===== src/vbc_pkg.sv =====
// shared constants and types for the vco band calibration control block
package vbc_pkg;
  // register byte offsets
  localparam logic [7:0] OFF_CTRL = 8'h00;
  localparam logic [7:0] OFF_BANK1 = 8'h04;
  localparam logic [7:0] OFF_BANK2 = 8'h08;
  localparam logic [7:0] OFF_READBACK = 8'h0c;
  localparam logic [7:0] OFF_IRQ_STAT = 8'h10;
  localparam logic [7:0] OFF_IRQ_MASK = 8'h14;
  // control register fields
  localparam int CTRL_RELOCK_BIT = 0;
  localparam int CTRL_LBW_EN_BIT = 1;
  localparam int CTRL_REFDIV_LSB = 4;
  localparam int REFDIV_W = 3;
  localparam logic [2:0] REFDIV_RST = 3'h1;
  // readback register fields
  localparam int RB_BAND_LSB = 0;
  localparam int RB_FAIL_BIT = 8;
  localparam int RB_LOCK_BIT = 9;
  localparam int RB_BUSY_BIT = 10;
  localparam int RB_CP_LSB = 12;
  localparam int RB_VCO_LSB = 20;
  localparam int RB_DIV_LSB = 24;
  // interrupt bits
  localparam int IRQ_W = 3;
  localparam int IRQ_DONE_BIT = 0;
  localparam int IRQ_FAIL_BIT = 1;
  localparam int IRQ_LOCK_BIT = 2;
  // band search limits
  localparam int BAND_W = 7;
  localparam logic [6:0] BAND_LOW = 7'h00;
  localparam logic [6:0] BAND_HIGH = 7'h7f;
  // programming bank holds target lo frequency in mhz
  localparam int FREQ_W = 13;
  localparam logic [12:0] BANK_RST = 13'h03e8;
  // vco ranges in mhz after the output divider is undone
  localparam logic [18:0] VCO_MIN_MHZ = 19'h00a8c; // 2700
  localparam logic [18:0] VCO1_TOP_MHZ = 19'h00e10; // 3600
  localparam logic [18:0] VCO2_TOP_MHZ = 19'h01194; // 4500
  localparam int DIV_LOG_MAX = 5; // divide by 32
  // charge pump
  localparam int CP_W = 6;
  localparam logic [5:0] CP_DEF = 6'h1f;
  localparam logic [5:0] CP_BASE = 6'h10;

  // settings sent to the analog core
  typedef struct packed {
    logic [1:0] vco_sel;
    logic [2:0] div_log;
    logic [6:0] band;
    logic [5:0] cp_current;
    logic loop_enable;
  } vbc_ana_t;

  typedef struct packed {
    logic psel;
    logic penable;
    logic pwrite;
    logic [7:0] paddr;
    logic [31:0] pwdata;
  } vbc_apb_req_t;

  typedef enum logic [2:0] {
    ST_IDLE, ST_SELECT, ST_BAND, ST_LBW, ST_LOCK
  } vbc_state_t;
endpackage


===== src/vbc_ref_div.sv =====
// reference divider producing the phase detector tick
`timescale 1ns/1ps
module vbc_ref_div (
  input wire logic core_clk,
  input wire logic rst_n,
  input wire logic ref_tick,
  input wire logic [2:0] ratio,
  output logic pfd_tick
);
  logic [2:0] cnt_reg;
  logic [2:0] ratio_eff;

  // a ratio of zero behaves as one
  assign ratio_eff = (ratio == 3'h0) ? 3'h1 : ratio;

  // count reference edges, tick on the last one
  always_ff @(posedge core_clk) begin
    if (!rst_n) begin
      cnt_reg <= 3'h0;
      pfd_tick <= 1'b0;
    end else begin
      pfd_tick <= 1'b0;
      if (ref_tick) begin
        if (cnt_reg + 3'h1 >= ratio_eff) begin
          cnt_reg <= 3'h0;
          pfd_tick <= 1'b1;
        end else begin
          cnt_reg <= cnt_reg + 3'h1;
        end
      end
    end
  end
endmodule


===== src/vbc_band_search.sv =====
// linear coarse band search, one capacitance step per phase detector tick
`timescale 1ns/1ps
module vbc_band_search (
  input wire logic core_clk,
  input wire logic rst_n,
  input wire logic start,
  input wire logic abort,
  input wire logic step_tick,
  input wire logic freq_above,
  output logic [6:0] band,
  output logic busy,
  output logic done,
  output logic fail
);
  // each step adds capacitance, lowering the vco; stop once at or below target
  always_ff @(posedge core_clk) begin
    if (!rst_n) begin
      band <= vbc_pkg::BAND_LOW;
      busy <= 1'b0;
      done <= 1'b0;
      fail <= 1'b0;
    end else begin
      done <= 1'b0;
      if (abort) begin
        busy <= 1'b0;
      end else if (start) begin
        band <= vbc_pkg::BAND_LOW;
        busy <= 1'b1;
        fail <= 1'b0;
      end else if (busy && step_tick) begin
        if (!freq_above || band == vbc_pkg::BAND_HIGH) begin
          busy <= 1'b0;
          done <= 1'b1;
          fail <= (band == vbc_pkg::BAND_HIGH) || (band == vbc_pkg::BAND_LOW);
        end else begin
          band <= band + 7'h01;
        end
      end
    end
  end
endmodule


===== src/vbc_top.sv =====
// vco auto-select and coarse band calibration control with apb registers
`timescale 1ns/1ps
module vbc_top (
  input wire logic core_clk,
  input wire logic rst_n,
  input wire logic psel,
  input wire logic penable,
  input wire logic pwrite,
  input wire logic [7:0] paddr,
  input wire logic [31:0] pwdata,
  output logic [31:0] prdata,
  output logic pready,
  output logic pslverr,
  input wire logic analog_enable_pin,
  input wire logic bank_select_pin,
  input wire logic ref_tick,
  input wire logic freq_above,
  input wire logic tune_in_window,
  output vbc_pkg::vbc_ana_t ana_ctrl,
  output logic pll_lock,
  output logic irq
);
  vbc_pkg::vbc_apb_req_t req;
  vbc_pkg::vbc_state_t state_reg;
  vbc_pkg::vbc_state_t state_next;
  logic relock_reg;
  logic lbw_en_reg;
  logic [2:0] refdiv_reg;
  logic [12:0] first_programming_bank;
  logic [12:0] second_programming_bank;
  logic [6:0] coarse_tune_result;
  logic coarse_tune_fail_flag;
  logic [1:0] vco_reg;
  logic [2:0] div_reg;
  logic [5:0] cp_reg;
  logic [2:0] irq_stat_reg;
  logic [2:0] irq_mask_reg;
  logic [2:0] irq_set;
  logic en_prev_reg;
  logic lock_prev_reg;
  logic start_cal;
  logic wr_access;
  logic rd_setup;
  logic pfd_tick;
  logic [6:0] srch_band;
  logic srch_busy;
  logic srch_done;
  logic srch_fail;
  logic [12:0] active_freq;
  logic [4:0] pick;

  // reports whether an address maps to a register
  function automatic logic addr_hit(input logic [7:0] a);
    addr_hit = (a == vbc_pkg::OFF_CTRL) || (a == vbc_pkg::OFF_BANK1) ||
               (a == vbc_pkg::OFF_BANK2) || (a == vbc_pkg::OFF_READBACK) ||
               (a == vbc_pkg::OFF_IRQ_STAT) || (a == vbc_pkg::OFF_IRQ_MASK);
  endfunction

  // pick output divider and vco: {vco, div_log}
  function automatic logic [4:0] vco_pick(input logic [12:0] f);
    logic [18:0] fv;
    logic [2:0] k;
    fv = {6'h00, f};
    k = 3'h0;
    for (int i = 0; i < vbc_pkg::DIV_LOG_MAX; i++) begin
      if (fv < vbc_pkg::VCO_MIN_MHZ) begin
        fv = {fv[17:0], 1'b0};
        k = k + 3'h1;
      end
    end
    if (fv < vbc_pkg::VCO1_TOP_MHZ) begin
      vco_pick = {2'h0, k};
    end else if (fv < vbc_pkg::VCO2_TOP_MHZ) begin
      vco_pick = {2'h1, k};
    end else begin
      vco_pick = {2'h2, k};
    end
  endfunction

  // bus request bundle
  assign req.psel = psel;
  assign req.penable = penable;
  assign req.pwrite = pwrite;
  assign req.paddr = paddr;
  assign req.pwdata = pwdata;

  // zero wait state slave
  assign pready = 1'b1;
  assign pslverr = req.psel && req.penable && !addr_hit(req.paddr);
  assign wr_access = req.psel && req.penable && req.pwrite && addr_hit(req.paddr);
  assign rd_setup = req.psel && !req.penable && !req.pwrite;

  // calibration triggers
  assign start_cal = analog_enable_pin && ((!en_prev_reg) || relock_reg);
  assign active_freq = bank_select_pin ? second_programming_bank
                                       : first_programming_bank;
  assign pick = vco_pick(active_freq);

  vbc_ref_div u_ref_div (
    .core_clk(core_clk),
    .rst_n(rst_n),
    .ref_tick(ref_tick),
    .ratio(refdiv_reg),
    .pfd_tick(pfd_tick)
  );

  vbc_band_search u_search (
    .core_clk(core_clk),
    .rst_n(rst_n),
    .start(state_reg == vbc_pkg::ST_SELECT),
    .abort(!analog_enable_pin),
    .step_tick(pfd_tick),
    .freq_above(freq_above),
    .band(srch_band),
    .busy(srch_busy),
    .done(srch_done),
    .fail(srch_fail)
  );

  // control register, relock bit clears itself
  always_ff @(posedge core_clk) begin
    if (!rst_n) begin
      relock_reg <= 1'b0;
      lbw_en_reg <= 1'b0;
      refdiv_reg <= vbc_pkg::REFDIV_RST;
    end else begin
      relock_reg <= 1'b0;
      if (wr_access && req.paddr == vbc_pkg::OFF_CTRL) begin
        relock_reg <= req.pwdata[vbc_pkg::CTRL_RELOCK_BIT];
        lbw_en_reg <= req.pwdata[vbc_pkg::CTRL_LBW_EN_BIT];
        refdiv_reg <= req.pwdata[vbc_pkg::CTRL_REFDIV_LSB +: vbc_pkg::REFDIV_W];
      end
    end
  end

  // programming banks
  always_ff @(posedge core_clk) begin
    if (!rst_n) begin
      first_programming_bank <= vbc_pkg::BANK_RST;
      second_programming_bank <= vbc_pkg::BANK_RST;
    end else if (wr_access) begin
      if (req.paddr == vbc_pkg::OFF_BANK1) begin
        first_programming_bank <= req.pwdata[vbc_pkg::FREQ_W-1:0];
      end
      if (req.paddr == vbc_pkg::OFF_BANK2) begin
        second_programming_bank <= req.pwdata[vbc_pkg::FREQ_W-1:0];
      end
    end
  end

  // edge history for enable pin and lock
  always_ff @(posedge core_clk) begin
    if (!rst_n) begin
      en_prev_reg <= 1'b0;
      lock_prev_reg <= 1'b0;
    end else begin
      en_prev_reg <= analog_enable_pin;
      lock_prev_reg <= pll_lock;
    end
  end

  // sequencer next state
  always_comb begin
    state_next = state_reg;
    case (state_reg)
      vbc_pkg::ST_IDLE: begin
        if (start_cal) begin
          state_next = vbc_pkg::ST_SELECT;
        end
      end
      vbc_pkg::ST_SELECT: begin
        state_next = vbc_pkg::ST_BAND;
      end
      vbc_pkg::ST_BAND: begin
        if (srch_done) begin
          state_next = lbw_en_reg ? vbc_pkg::ST_LBW : vbc_pkg::ST_LOCK;
        end
      end
      vbc_pkg::ST_LBW: begin
        if (pfd_tick) begin
          state_next = vbc_pkg::ST_LOCK;
        end
      end
      vbc_pkg::ST_LOCK: begin
        if (start_cal) begin
          state_next = vbc_pkg::ST_SELECT;
        end
      end
      default: state_next = vbc_pkg::ST_IDLE;
    endcase
    if (!analog_enable_pin) begin
      state_next = vbc_pkg::ST_IDLE;
    end else if (start_cal) begin
      state_next = vbc_pkg::ST_SELECT;
    end
  end

  // sequencer state
  always_ff @(posedge core_clk) begin
    if (!rst_n) begin
      state_reg <= vbc_pkg::ST_IDLE;
    end else begin
      state_reg <= state_next;
    end
  end

  // vco and divider latched from the active bank
  always_ff @(posedge core_clk) begin
    if (!rst_n) begin
      vco_reg <= 2'h0;
      div_reg <= 3'h0;
    end else if (state_reg == vbc_pkg::ST_SELECT) begin
      vco_reg <= pick[4:3];
      div_reg <= pick[2:0];
    end
  end

  // charge pump: default, or scaled from band when calibrating bandwidth
  always_ff @(posedge core_clk) begin
    if (!rst_n) begin
      cp_reg <= vbc_pkg::CP_DEF;
    end else if (state_reg == vbc_pkg::ST_LBW && pfd_tick) begin
      cp_reg <= vbc_pkg::CP_BASE + {1'b0, ~srch_band[6:2]};
    end else if (state_reg == vbc_pkg::ST_SELECT && !lbw_en_reg) begin
      cp_reg <= vbc_pkg::CP_DEF;
    end
  end

  // results change only when the search finishes
  always_ff @(posedge core_clk) begin
    if (!rst_n) begin
      coarse_tune_result <= vbc_pkg::BAND_LOW;
      coarse_tune_fail_flag <= 1'b0;
    end else if (srch_done) begin
      coarse_tune_result <= srch_band;
      coarse_tune_fail_flag <= srch_fail;
    end
  end

  // analog settings; loop runs only once a band is held
  always_ff @(posedge core_clk) begin
    if (!rst_n) begin
      ana_ctrl <= '0;
      pll_lock <= 1'b0;
    end else begin
      ana_ctrl.vco_sel <= vco_reg;
      ana_ctrl.div_log <= div_reg;
      ana_ctrl.band <= (srch_busy || srch_done) ? srch_band : coarse_tune_result;
      ana_ctrl.cp_current <= cp_reg;
      ana_ctrl.loop_enable <= (state_next == vbc_pkg::ST_LOCK);
      pll_lock <= (state_next == vbc_pkg::ST_LOCK) && tune_in_window;
    end
  end

  // interrupt events
  assign irq_set[vbc_pkg::IRQ_DONE_BIT] = srch_done;
  assign irq_set[vbc_pkg::IRQ_FAIL_BIT] = srch_done && srch_fail;
  assign irq_set[vbc_pkg::IRQ_LOCK_BIT] = pll_lock != lock_prev_reg;

  // sticky status, write one clears, set wins
  always_ff @(posedge core_clk) begin
    if (!rst_n) begin
      irq_stat_reg <= '0;
      irq_mask_reg <= '0;
    end else begin
      if (wr_access && req.paddr == vbc_pkg::OFF_IRQ_STAT) begin
        irq_stat_reg <= (irq_stat_reg & ~req.pwdata[vbc_pkg::IRQ_W-1:0]) | irq_set;
      end else begin
        irq_stat_reg <= irq_stat_reg | irq_set;
      end
      if (wr_access && req.paddr == vbc_pkg::OFF_IRQ_MASK) begin
        irq_mask_reg <= req.pwdata[vbc_pkg::IRQ_W-1:0];
      end
    end
  end

  assign irq = |(irq_stat_reg & irq_mask_reg);

  // read data captured in the setup cycle
  always_ff @(posedge core_clk) begin
    if (!rst_n) begin
      prdata <= '0;
    end else if (rd_setup) begin
      prdata <= '0;
      case (req.paddr)
        vbc_pkg::OFF_CTRL: begin
          prdata[vbc_pkg::CTRL_RELOCK_BIT] <= relock_reg;
          prdata[vbc_pkg::CTRL_LBW_EN_BIT] <= lbw_en_reg;
          prdata[vbc_pkg::CTRL_REFDIV_LSB +: vbc_pkg::REFDIV_W] <= refdiv_reg;
        end
        vbc_pkg::OFF_BANK1: prdata[vbc_pkg::FREQ_W-1:0] <= first_programming_bank;
        vbc_pkg::OFF_BANK2: prdata[vbc_pkg::FREQ_W-1:0] <= second_programming_bank;
        vbc_pkg::OFF_READBACK: begin
          prdata[vbc_pkg::RB_BAND_LSB +: vbc_pkg::BAND_W] <= coarse_tune_result;
          prdata[vbc_pkg::RB_FAIL_BIT] <= coarse_tune_fail_flag;
          prdata[vbc_pkg::RB_LOCK_BIT] <= pll_lock;
          prdata[vbc_pkg::RB_BUSY_BIT] <= (state_reg != vbc_pkg::ST_IDLE) &&
                                          (state_reg != vbc_pkg::ST_LOCK);
          prdata[vbc_pkg::RB_CP_LSB +: vbc_pkg::CP_W] <= cp_reg;
          prdata[vbc_pkg::RB_VCO_LSB +: 2] <= vco_reg;
          prdata[vbc_pkg::RB_DIV_LSB +: 3] <= div_reg;
        end
        vbc_pkg::OFF_IRQ_STAT: prdata[vbc_pkg::IRQ_W-1:0] <= irq_stat_reg;
        vbc_pkg::OFF_IRQ_MASK: prdata[vbc_pkg::IRQ_W-1:0] <= irq_mask_reg;
        default: prdata <= '0;
      endcase
    end
  end
endmodule


===== config.mk =====
export PLATFORM = sky130hd
export DESIGN_NAME = vbc_top
export DESIGN_NICKNAME = d
export VERILOG_FILES = /design/src/vbc_pkg.sv /design/src/vbc_ref_div.sv /design/src/vbc_band_search.sv /design/src/vbc_top.sv
export SDC_FILE = /design/constraint.sdc
export NUM_CORES = 1
export LEC_CHECK = 0
export BUFFER_PORTS_ARGS = -buffer_cell sky130_fd_sc_hd__buf_2
export CAP_MARGIN = 20
export CORE_UTILIZATION = 46
export CTS_BUF_LIST = sky130_fd_sc_hd__clkbuf_8
export DETAILED_ROUTE_END_ITERATION = 10
export PLACE_DENSITY = 0.67
export SLEW_MARGIN = 10
export SYNTH_ARGS = -nofsm -noshare
export SYNTH_HDL_FRONTEND = slang
export SYNTH_SLANG_ARGS = --single-unit

===== constraint.sdc =====
create_clock -name core_clk -period 6.9 [get_ports core_clk]
set_input_delay 0 -clock core_clk [delete_from_list [all_inputs] [get_ports core_clk]]
set_output_delay 0 -clock core_clk [all_outputs]
set_load 0.01 [all_outputs]

==> results.sh, run 1 <==
export IMPL_crit_path_end_kind="flop"
export IMPL_synth_edf_count=0
export IMPL_dr_pass1_iters=5
export IMPL_min_path_cells=4
export IMPL_ios=105
export IMPL_clock_fmax_ghz=0.2009
export IMPL_cts_buffers=17
export IMPL_cts_sinks=118
export IMPL_io_buffer_count=75
export IMPL_grt_pass1_wl_mm=30.42
export IMPL_synth_ff_latch_count=118
export IMPL_dpl_hpwl_mm=13.14
export IMPL_final_antenna_net_count=0
export IMPL_max_stage_delay_ps=560
export IMPL_path_common_cell="mux2i_1"
export IMPL_layout_nets=977
export IMPL_fin_tns_setup_ps=0
export IMPL_core_area_sq_mm=0.01448
export IMPL_grt_use_met1_pct=34.28
export IMPL_p_total_mw=1.390
export IMPL_finalInstanceArea_sq_mm=0.007736
export IMPL_largest_register_ffs=23
export IMPL_clk_latency_ps=440
export IMPL_synth_area_per_cell_sq_um=8.010
export IMPL_dieArea_sq_mm=0.01526
export IMPL_hold_viol=0
export IMPL_ir_worst_vdd_v=0.0001037
export IMPL_fin_crit_ps=4976
export IMPL_met3_usage_pct=4.336
export IMPL_routed_wirelength_mm=18.73
export IMPL_synth_ff_type="dfxtp_1"
export IMPL_status="completed"
export IMPL_drv_slew=0
export IMPL_antenna_found_initial=0
export IMPL_yosysUniqueCellTypes=85
export IMPL_drt_initial_drc_count=605
export IMPL_rsz0062_at_grt="false"
export IMPL_timing_slew_headroom_pct=42.61
export IMPL_place_area_sq_mm=0.007169
export IMPL_yosysTopAreaCell="dfxtp_1"
export IMPL_ys_warnings_count=0
export IMPL_cts_tree="done"
export IMPL_num_vias=6612
export IMPL_syn2layout_area_growth_pct=13.89
export IMPL_post_cts_resized=0
export IMPL_fin_worst_skew_ps=16.53
export IMPL_drc_errors=0
export IMPL_first_global_vias=5879
export IMPL_gr_max_usage_layer="met2"
export IMPL_cts_root_buf="clkbuf_8"
export IMPL_yosysSeqAreaShare_pct=34.78
export IMPL_start_kind="flop"
export IMPL_use_met2_pct=41.93
export IMPL_num_rows=44
export IMPL_largest_register="prdata"
export IMPL_synthTopCellsByArea="dfxtp_1, nand2_1, nor2_1"
export IMPL_hold_ws_ps=14.76
export IMPL_timing_final_crit_share_pct=72.12
export IMPL_routedWlPerCell_um=16.81
export IMPL_worstMarginPinSlew_ps=859.7
export IMPL_power_density_mw_per_mm2=179.7
export IMPL_n_antenna_cell=0
export IMPL_htree_levels=4
export IMPL_maxCapViolCount=0
export IMPL_drive_gt1_share_pct=16.77
export IMPL_reg_top3="prdata (23), ana_ctrl (19)"
export IMPL_cts_reportedPaths_clkPinSlew_ps=80
export IMPL_reg2reg_depth=15
export IMPL_cp_arrival_ps=5360
export IMPL_routed_via_density=5.935
export IMPL_syn_area_sq_mm=0.006793
export IMPL_rrSetupSlack_ps=1920
export IMPL_grt_max_degree=56
export IMPL_cts_buffer_depth=2
export IMPL_netlist_instances=848
export IMPL_p_leak_nw=3.050
export IMPL_critical_path_max_fanout=26
export IMPL_die_h_um=123.5
export IMPL_cp_cell_sequence="nor4_1 -> a2111oi_2 -> a311oi_4 -> buf_4 -> inv_6 -> mux2_4 -> a21oi_2 -> o211ai_1 -> a211oi_4 -> o21a_2 -> mux2i_1 -> mux2i_1 -> a2111oi_0 -> o22a_1 -> and3_1"
export IMPL_die_w_um=123.5
export IMPL_globalplace_congestion=0.8859
export IMPL_synth_common_cells="nand2_1, dfxtp_1, nor2_1"
export IMPL_path_class="reg -> reg"
export IMPL_synthArstFlopShare_pct=0
export IMPL_synth_most_common_cell="nand2_1"
export IMPL_min_path_type="in -> reg"
export IMPL_worstPathRequired_ps=7290
export IMPL_grtUsageTotal_pct=25.55
export IMPL_setup_violations=0
export IMPL_cp_slowest_cell="a311oi_4"
export IMPL_initial_core_util_pct=46.91
export IMPL_globalRouteOverflowTotal=0
export IMPL_synthDominantCellAreaShare_pct=34.78
-- worst paths after layout --
| check | endpoint | start |
|---|---|---|
| setup / recovery | vco_reg[1]$_SDFFE_PN0P_ | second_programming_bank[4]$_SDFFE_PN0P_ |
| hold / removal | prdata[5]$_SDFFE_PN0P_ | psel |
| setup reg to reg | vco_reg[1]$_SDFFE_PN0P_ | second_programming_bank[4]$_SDFFE_PN0P_ |
| hold reg to reg | prdata[6]$_SDFFE_PN0P_ | prdata[6]$_SDFFE_PN0P_ |
-- where the power goes --
part	total [mW]	leakage (nW)	switching [mW]	internal, mW
Sequential	0.691	0.954	0.00400	0.687
Clock	0.567	0.163	0.298	0.269
Combinational	0.133	1.93	0.0813	0.0517
Total	1.39	3.05	0.383	1.01
-- cells in the final DEF, fill, tap and decap left out, types with 5 or more instances in the layout --
cell	Yosys	routed
a21oi_1	67	67
a22o_1	5	5
a22oi_1	22	22
a31oi_1	6	6
and2_1	16	16
and3_1	5	5
buf_2	9	75
buf_4	10	5
clkbuf_8	0	19
clkinvlp_4	0	7
conb_1	2	10
dfxtp_1	118	118
dlygate4sd3_1	0	20
ha_1	10	10
inv_1	15	14
mux2_2	16	16
mux2i_1	36	36
mux4_2	5	5
nand2_1	128	128
nand3_1	40	40
nand4_1	7	7
nor2_1	98	98
nor2b_1	10	10
nor3_1	15	15
nor4_1	13	13
o211ai_1	10	10
o21ai_0	27	27
o221ai_1	6	6
o22ai_1	5	5
o31ai_1	9	9
xor2_1	8	8
-- final cells by class --
type                       count  area [sq um]
tap                          184         230.2
sequential                   118          2362
fill                        1404          6743
clock inverter                13         97.59
timing repair buffer         100         613.1
inverter                      16         65.06
multi-input combinational    664          4106
clock buffer                  19         261.5
-- through the flow --
stage	worst slack [ps]	util [%]	std cells
after floorplan	3077	-	856
after global placement	1868	49.52	1061
after detailed placement	1780	49.52	1061
after CTS	1938	53.38	1113
after global routing	1472	53.43	1114
final	1924	53.43	1114
-- timing repair --
action,CTS,global route
setup endpoints to repair,0,0
buffers inserted,0,0
hold buffers,20,0
endpoints found under the hold margin,50,0
-- kinds of logic after synthesis --
family / synth area share (%)
xor+xnor: 1.547
flops: 34.78
mux: 10.20
other cells: 0.1106
fa+ha+maj: 1.842
buf+inv: 5.213
simple gates: 23.87
compound gates: 22.44
-- worst max-delay path, delay by kind of cell, from the launching register on --
family	cells	cell delay, ps
buffers and inverters	2	550
muxes	3	730
DFF	1	400
AOI/OAI and AO/OA	8	2720
and+or+nand+nor	2	520
-- metal layers --
metal | routed length [um] | part of all wire, %
met1 | 8532 | 46
met2 | 8833 | 47
met3 | 1023 | 5.5
met4 | 336 | 1.8
met5 | 0 | 0
Note: power is estimated with default switching activity, not from simulation.
==> run 2: changes to the inputs <==
==> constraint.sdc (replaced) <==
create_clock -name core_clk -period 5.2 [get_ports core_clk]
set_input_delay 0 -clock core_clk [delete_from_list [all_inputs] [get_ports core_clk]]
set_output_delay 0 -clock core_clk [all_outputs]
set_load 0.01 [all_outputs]
==> results.sh, run 2 (same netlist as run 1, synthesis figures left out) <==
export IMPL_final_antenna_net_count=0
export IMPL_drc_errors=0
export IMPL_swShare_pct=25.06
export IMPL_die_h_um=123.5
export IMPL_power_density_mw_per_mm2=255.5
export IMPL_io_buffer_count=75
export IMPL_start_kind="flop"
export IMPL_dpl_hpwl_mm=13.34
export IMPL_first_global_vias=5965
export IMPL_fin_tns_setup_ps=0
export IMPL_cts_setup_buffers=0
export IMPL_cts_buffers=17
export IMPL_core_area_sq_mm=0.01448
export IMPL_routed_via_density=5.939
export IMPL_dr_pass1_iters=5
export IMPL_cp_arrival_ps=4910
export IMPL_largest_register_ffs=23
export IMPL_ios=105
export IMPL_worstReg2RegStart="second_programming_bank[4]$_SDFFE_PN0P_"
export IMPL_p_leak_nw=3.130
export IMPL_rsz0062_at_grt="false"
export IMPL_num_vias=6652
export IMPL_pwr_share_comb_pct=8.8
export IMPL_maxCapViolCount=0
export IMPL_cellInternalPower_mw=1.505
export IMPL_r2r_end="vco_reg[1]$_SDFFE_PN0P_"
export IMPL_cts_buffer_depth=2
export IMPL_setup_violations=0
export IMPL_n_antenna_cell=0
export IMPL_routedWlPerCell_um=16.97
export IMPL_power_switching_mw=0.5032
export IMPL_globalRouteOverflowTotal=0
export IMPL_post_cts_resized=0
export IMPL_path_class="reg -> reg"
export IMPL_num_rows=44
export IMPL_critical_path_max_fanout=31
export IMPL_cts_root_buf="clkbuf_8"
export IMPL_htree_levels=4
export IMPL_hp_start="rst_n"
export IMPL_reg2reg_depth=14
export IMPL_grtUsageTotal_pct=25.82
export IMPL_hold_ws_ps=60.00
export IMPL_ir_worst_vdd_v=0.0001512
export IMPL_die_w_um=123.5
export IMPL_cts_sinks=118
export IMPL_largest_register="prdata"
export IMPL_hold_viol=0
export IMPL_drt_initial_drc_count=678
export IMPL_reg_top3="prdata (23), ana_ctrl (19)"
export IMPL_layout_nets=983
export IMPL_min_path_cells=2
export IMPL_drv_slew=0
export IMPL_antenna_found_initial=0
export IMPL_final_cell_mix="nand2_1, dfxtp_1, nor2_1"
export IMPL_clock_fmax_ghz=0.2209
export IMPL_cts_reportedPaths_clkPinSlew_ps=70
export IMPL_timing_final_crit_share_pct=87.05
export IMPL_grt_pass1_wl_mm=30.56
export IMPL_grt_max_degree=53
export IMPL_timing_slew_headroom_pct=35.25
export IMPL_p_clk_share_pct=45.5
export IMPL_crit_path_end_kind="flop"
export IMPL_holdPathEnd="cp_reg[1]$_SDFFE_PN1P_"
export IMPL_final_common_cell="nand2_1"
export IMPL_initial_core_util_pct=46.91
export IMPL_cts_tree="done"
export IMPL_fin_worst_skew_ps=10.34
export IMPL_min_path_type="in -> reg"
export IMPL_fin_crit_ps=4526
export IMPL_syn2layout_area_growth_pct=15.69
export IMPL_dieArea_sq_mm=0.01526
export IMPL_rrSetupSlack_ps=670
export IMPL_routed_wirelength_mm=19.00
export IMPL_clk_latency_ps=440
export IMPL_worstMarginPinSlew_ps=963.8
export IMPL_globalplace_congestion=0.9170
export IMPL_drive_gt1_share_pct=17.09
export IMPL_worstPathRequired_ps=5590
export IMPL_status="completed"
export IMPL_power_frac_seq_pct=45.7
-- run 2: critical path: stages, from the launching register on --
cell	delay, ps
dfxtp_1	380
nor4_1	360
a2111oi_2	140
a311oi_4	420
buf_4	410
mux2i_1	290
a31oi_1	80
or4_4	540
a211oi_4	370
o21a_2	280
mux2i_1	200
mux2i_1	140
a2111oi_0	460
o22a_1	260
and3_1	150
-- run 2: worst max path at each step --
stage	cells after the start	startpoint	end	slack, ps
detailed placement	14	second_programming_bank[4]$_SDFFE_PN0P_	vco_reg[1]$_SDFFE_PN0P_	730
CTS	14	second_programming_bank[4]$_SDFFE_PN0P_	vco_reg[1]$_SDFFE_PN0P_	730
finish	14	second_programming_bank[4]$_SDFFE_PN0P_	vco_reg[1]$_SDFFE_PN0P_	670
global placement	14	second_programming_bank[4]$_SDFFE_PN0P_	vco_reg[0]$_SDFFE_PN0P_	820
floorplan	14	second_programming_bank[4]$_SDFFE_PN0P_	vco_reg[0]$_SDFFE_PN0P_	1380
global route	13	second_programming_bank[8]$_SDFFE_PN1P_	vco_reg[1]$_SDFFE_PN0P_	300
-- run 2: layout make-up --
class                      instances  area [sq um]
multi-input combinational        664          4106
fill                            1396          6620
clock inverter                    15         200.2
timing repair buffer             106         660.6
tap                              184         230.2
inverter                          16         65.06
sequential                       118          2362
clock buffer                      17         234.0
-- run 2: through the flow --
step	area (sq um)	util (%)	setup slack (ps)	total power [mW]	std cells
floorplan	6823	-	1377	1.062	856
global placement	7214	49.83	818.6	1.099	1067
detailed placement	7214	49.83	734.0	1.101	1067
finish	7859	54.28	673.7	2.008	1120
global route	7859	54.28	299.1	2.080	1120
CTS	7859	54.28	725.9	2.017	1120
-- run 2: what timing repair did --
action	in CTS	in global routing
hold endpoints to repair	50	0
hold buffers	21	0
endpoints found under the setup margin	0	0
-- run 2: per-layer routing --
metal	track usage, %	up-vias	routed length [um]
li1	-	3219	-
met2	41.55	277	8838
met5	0	-	0
met4	9.036	0	442
met3	4.474	38	1170
met1	34.64	3118	8552
-- run 2: power groups by stage --
stage                     sequential (mW)  clock (mW)  combinational (mW)
after global placement              0.937           0               0.162
after detailed placement            0.937           0               0.164
after CTS                           0.917       0.924               0.176
after global routing                0.917       0.965               0.197
after floorplan                     0.937           0               0.126
final                               0.917       0.914               0.177
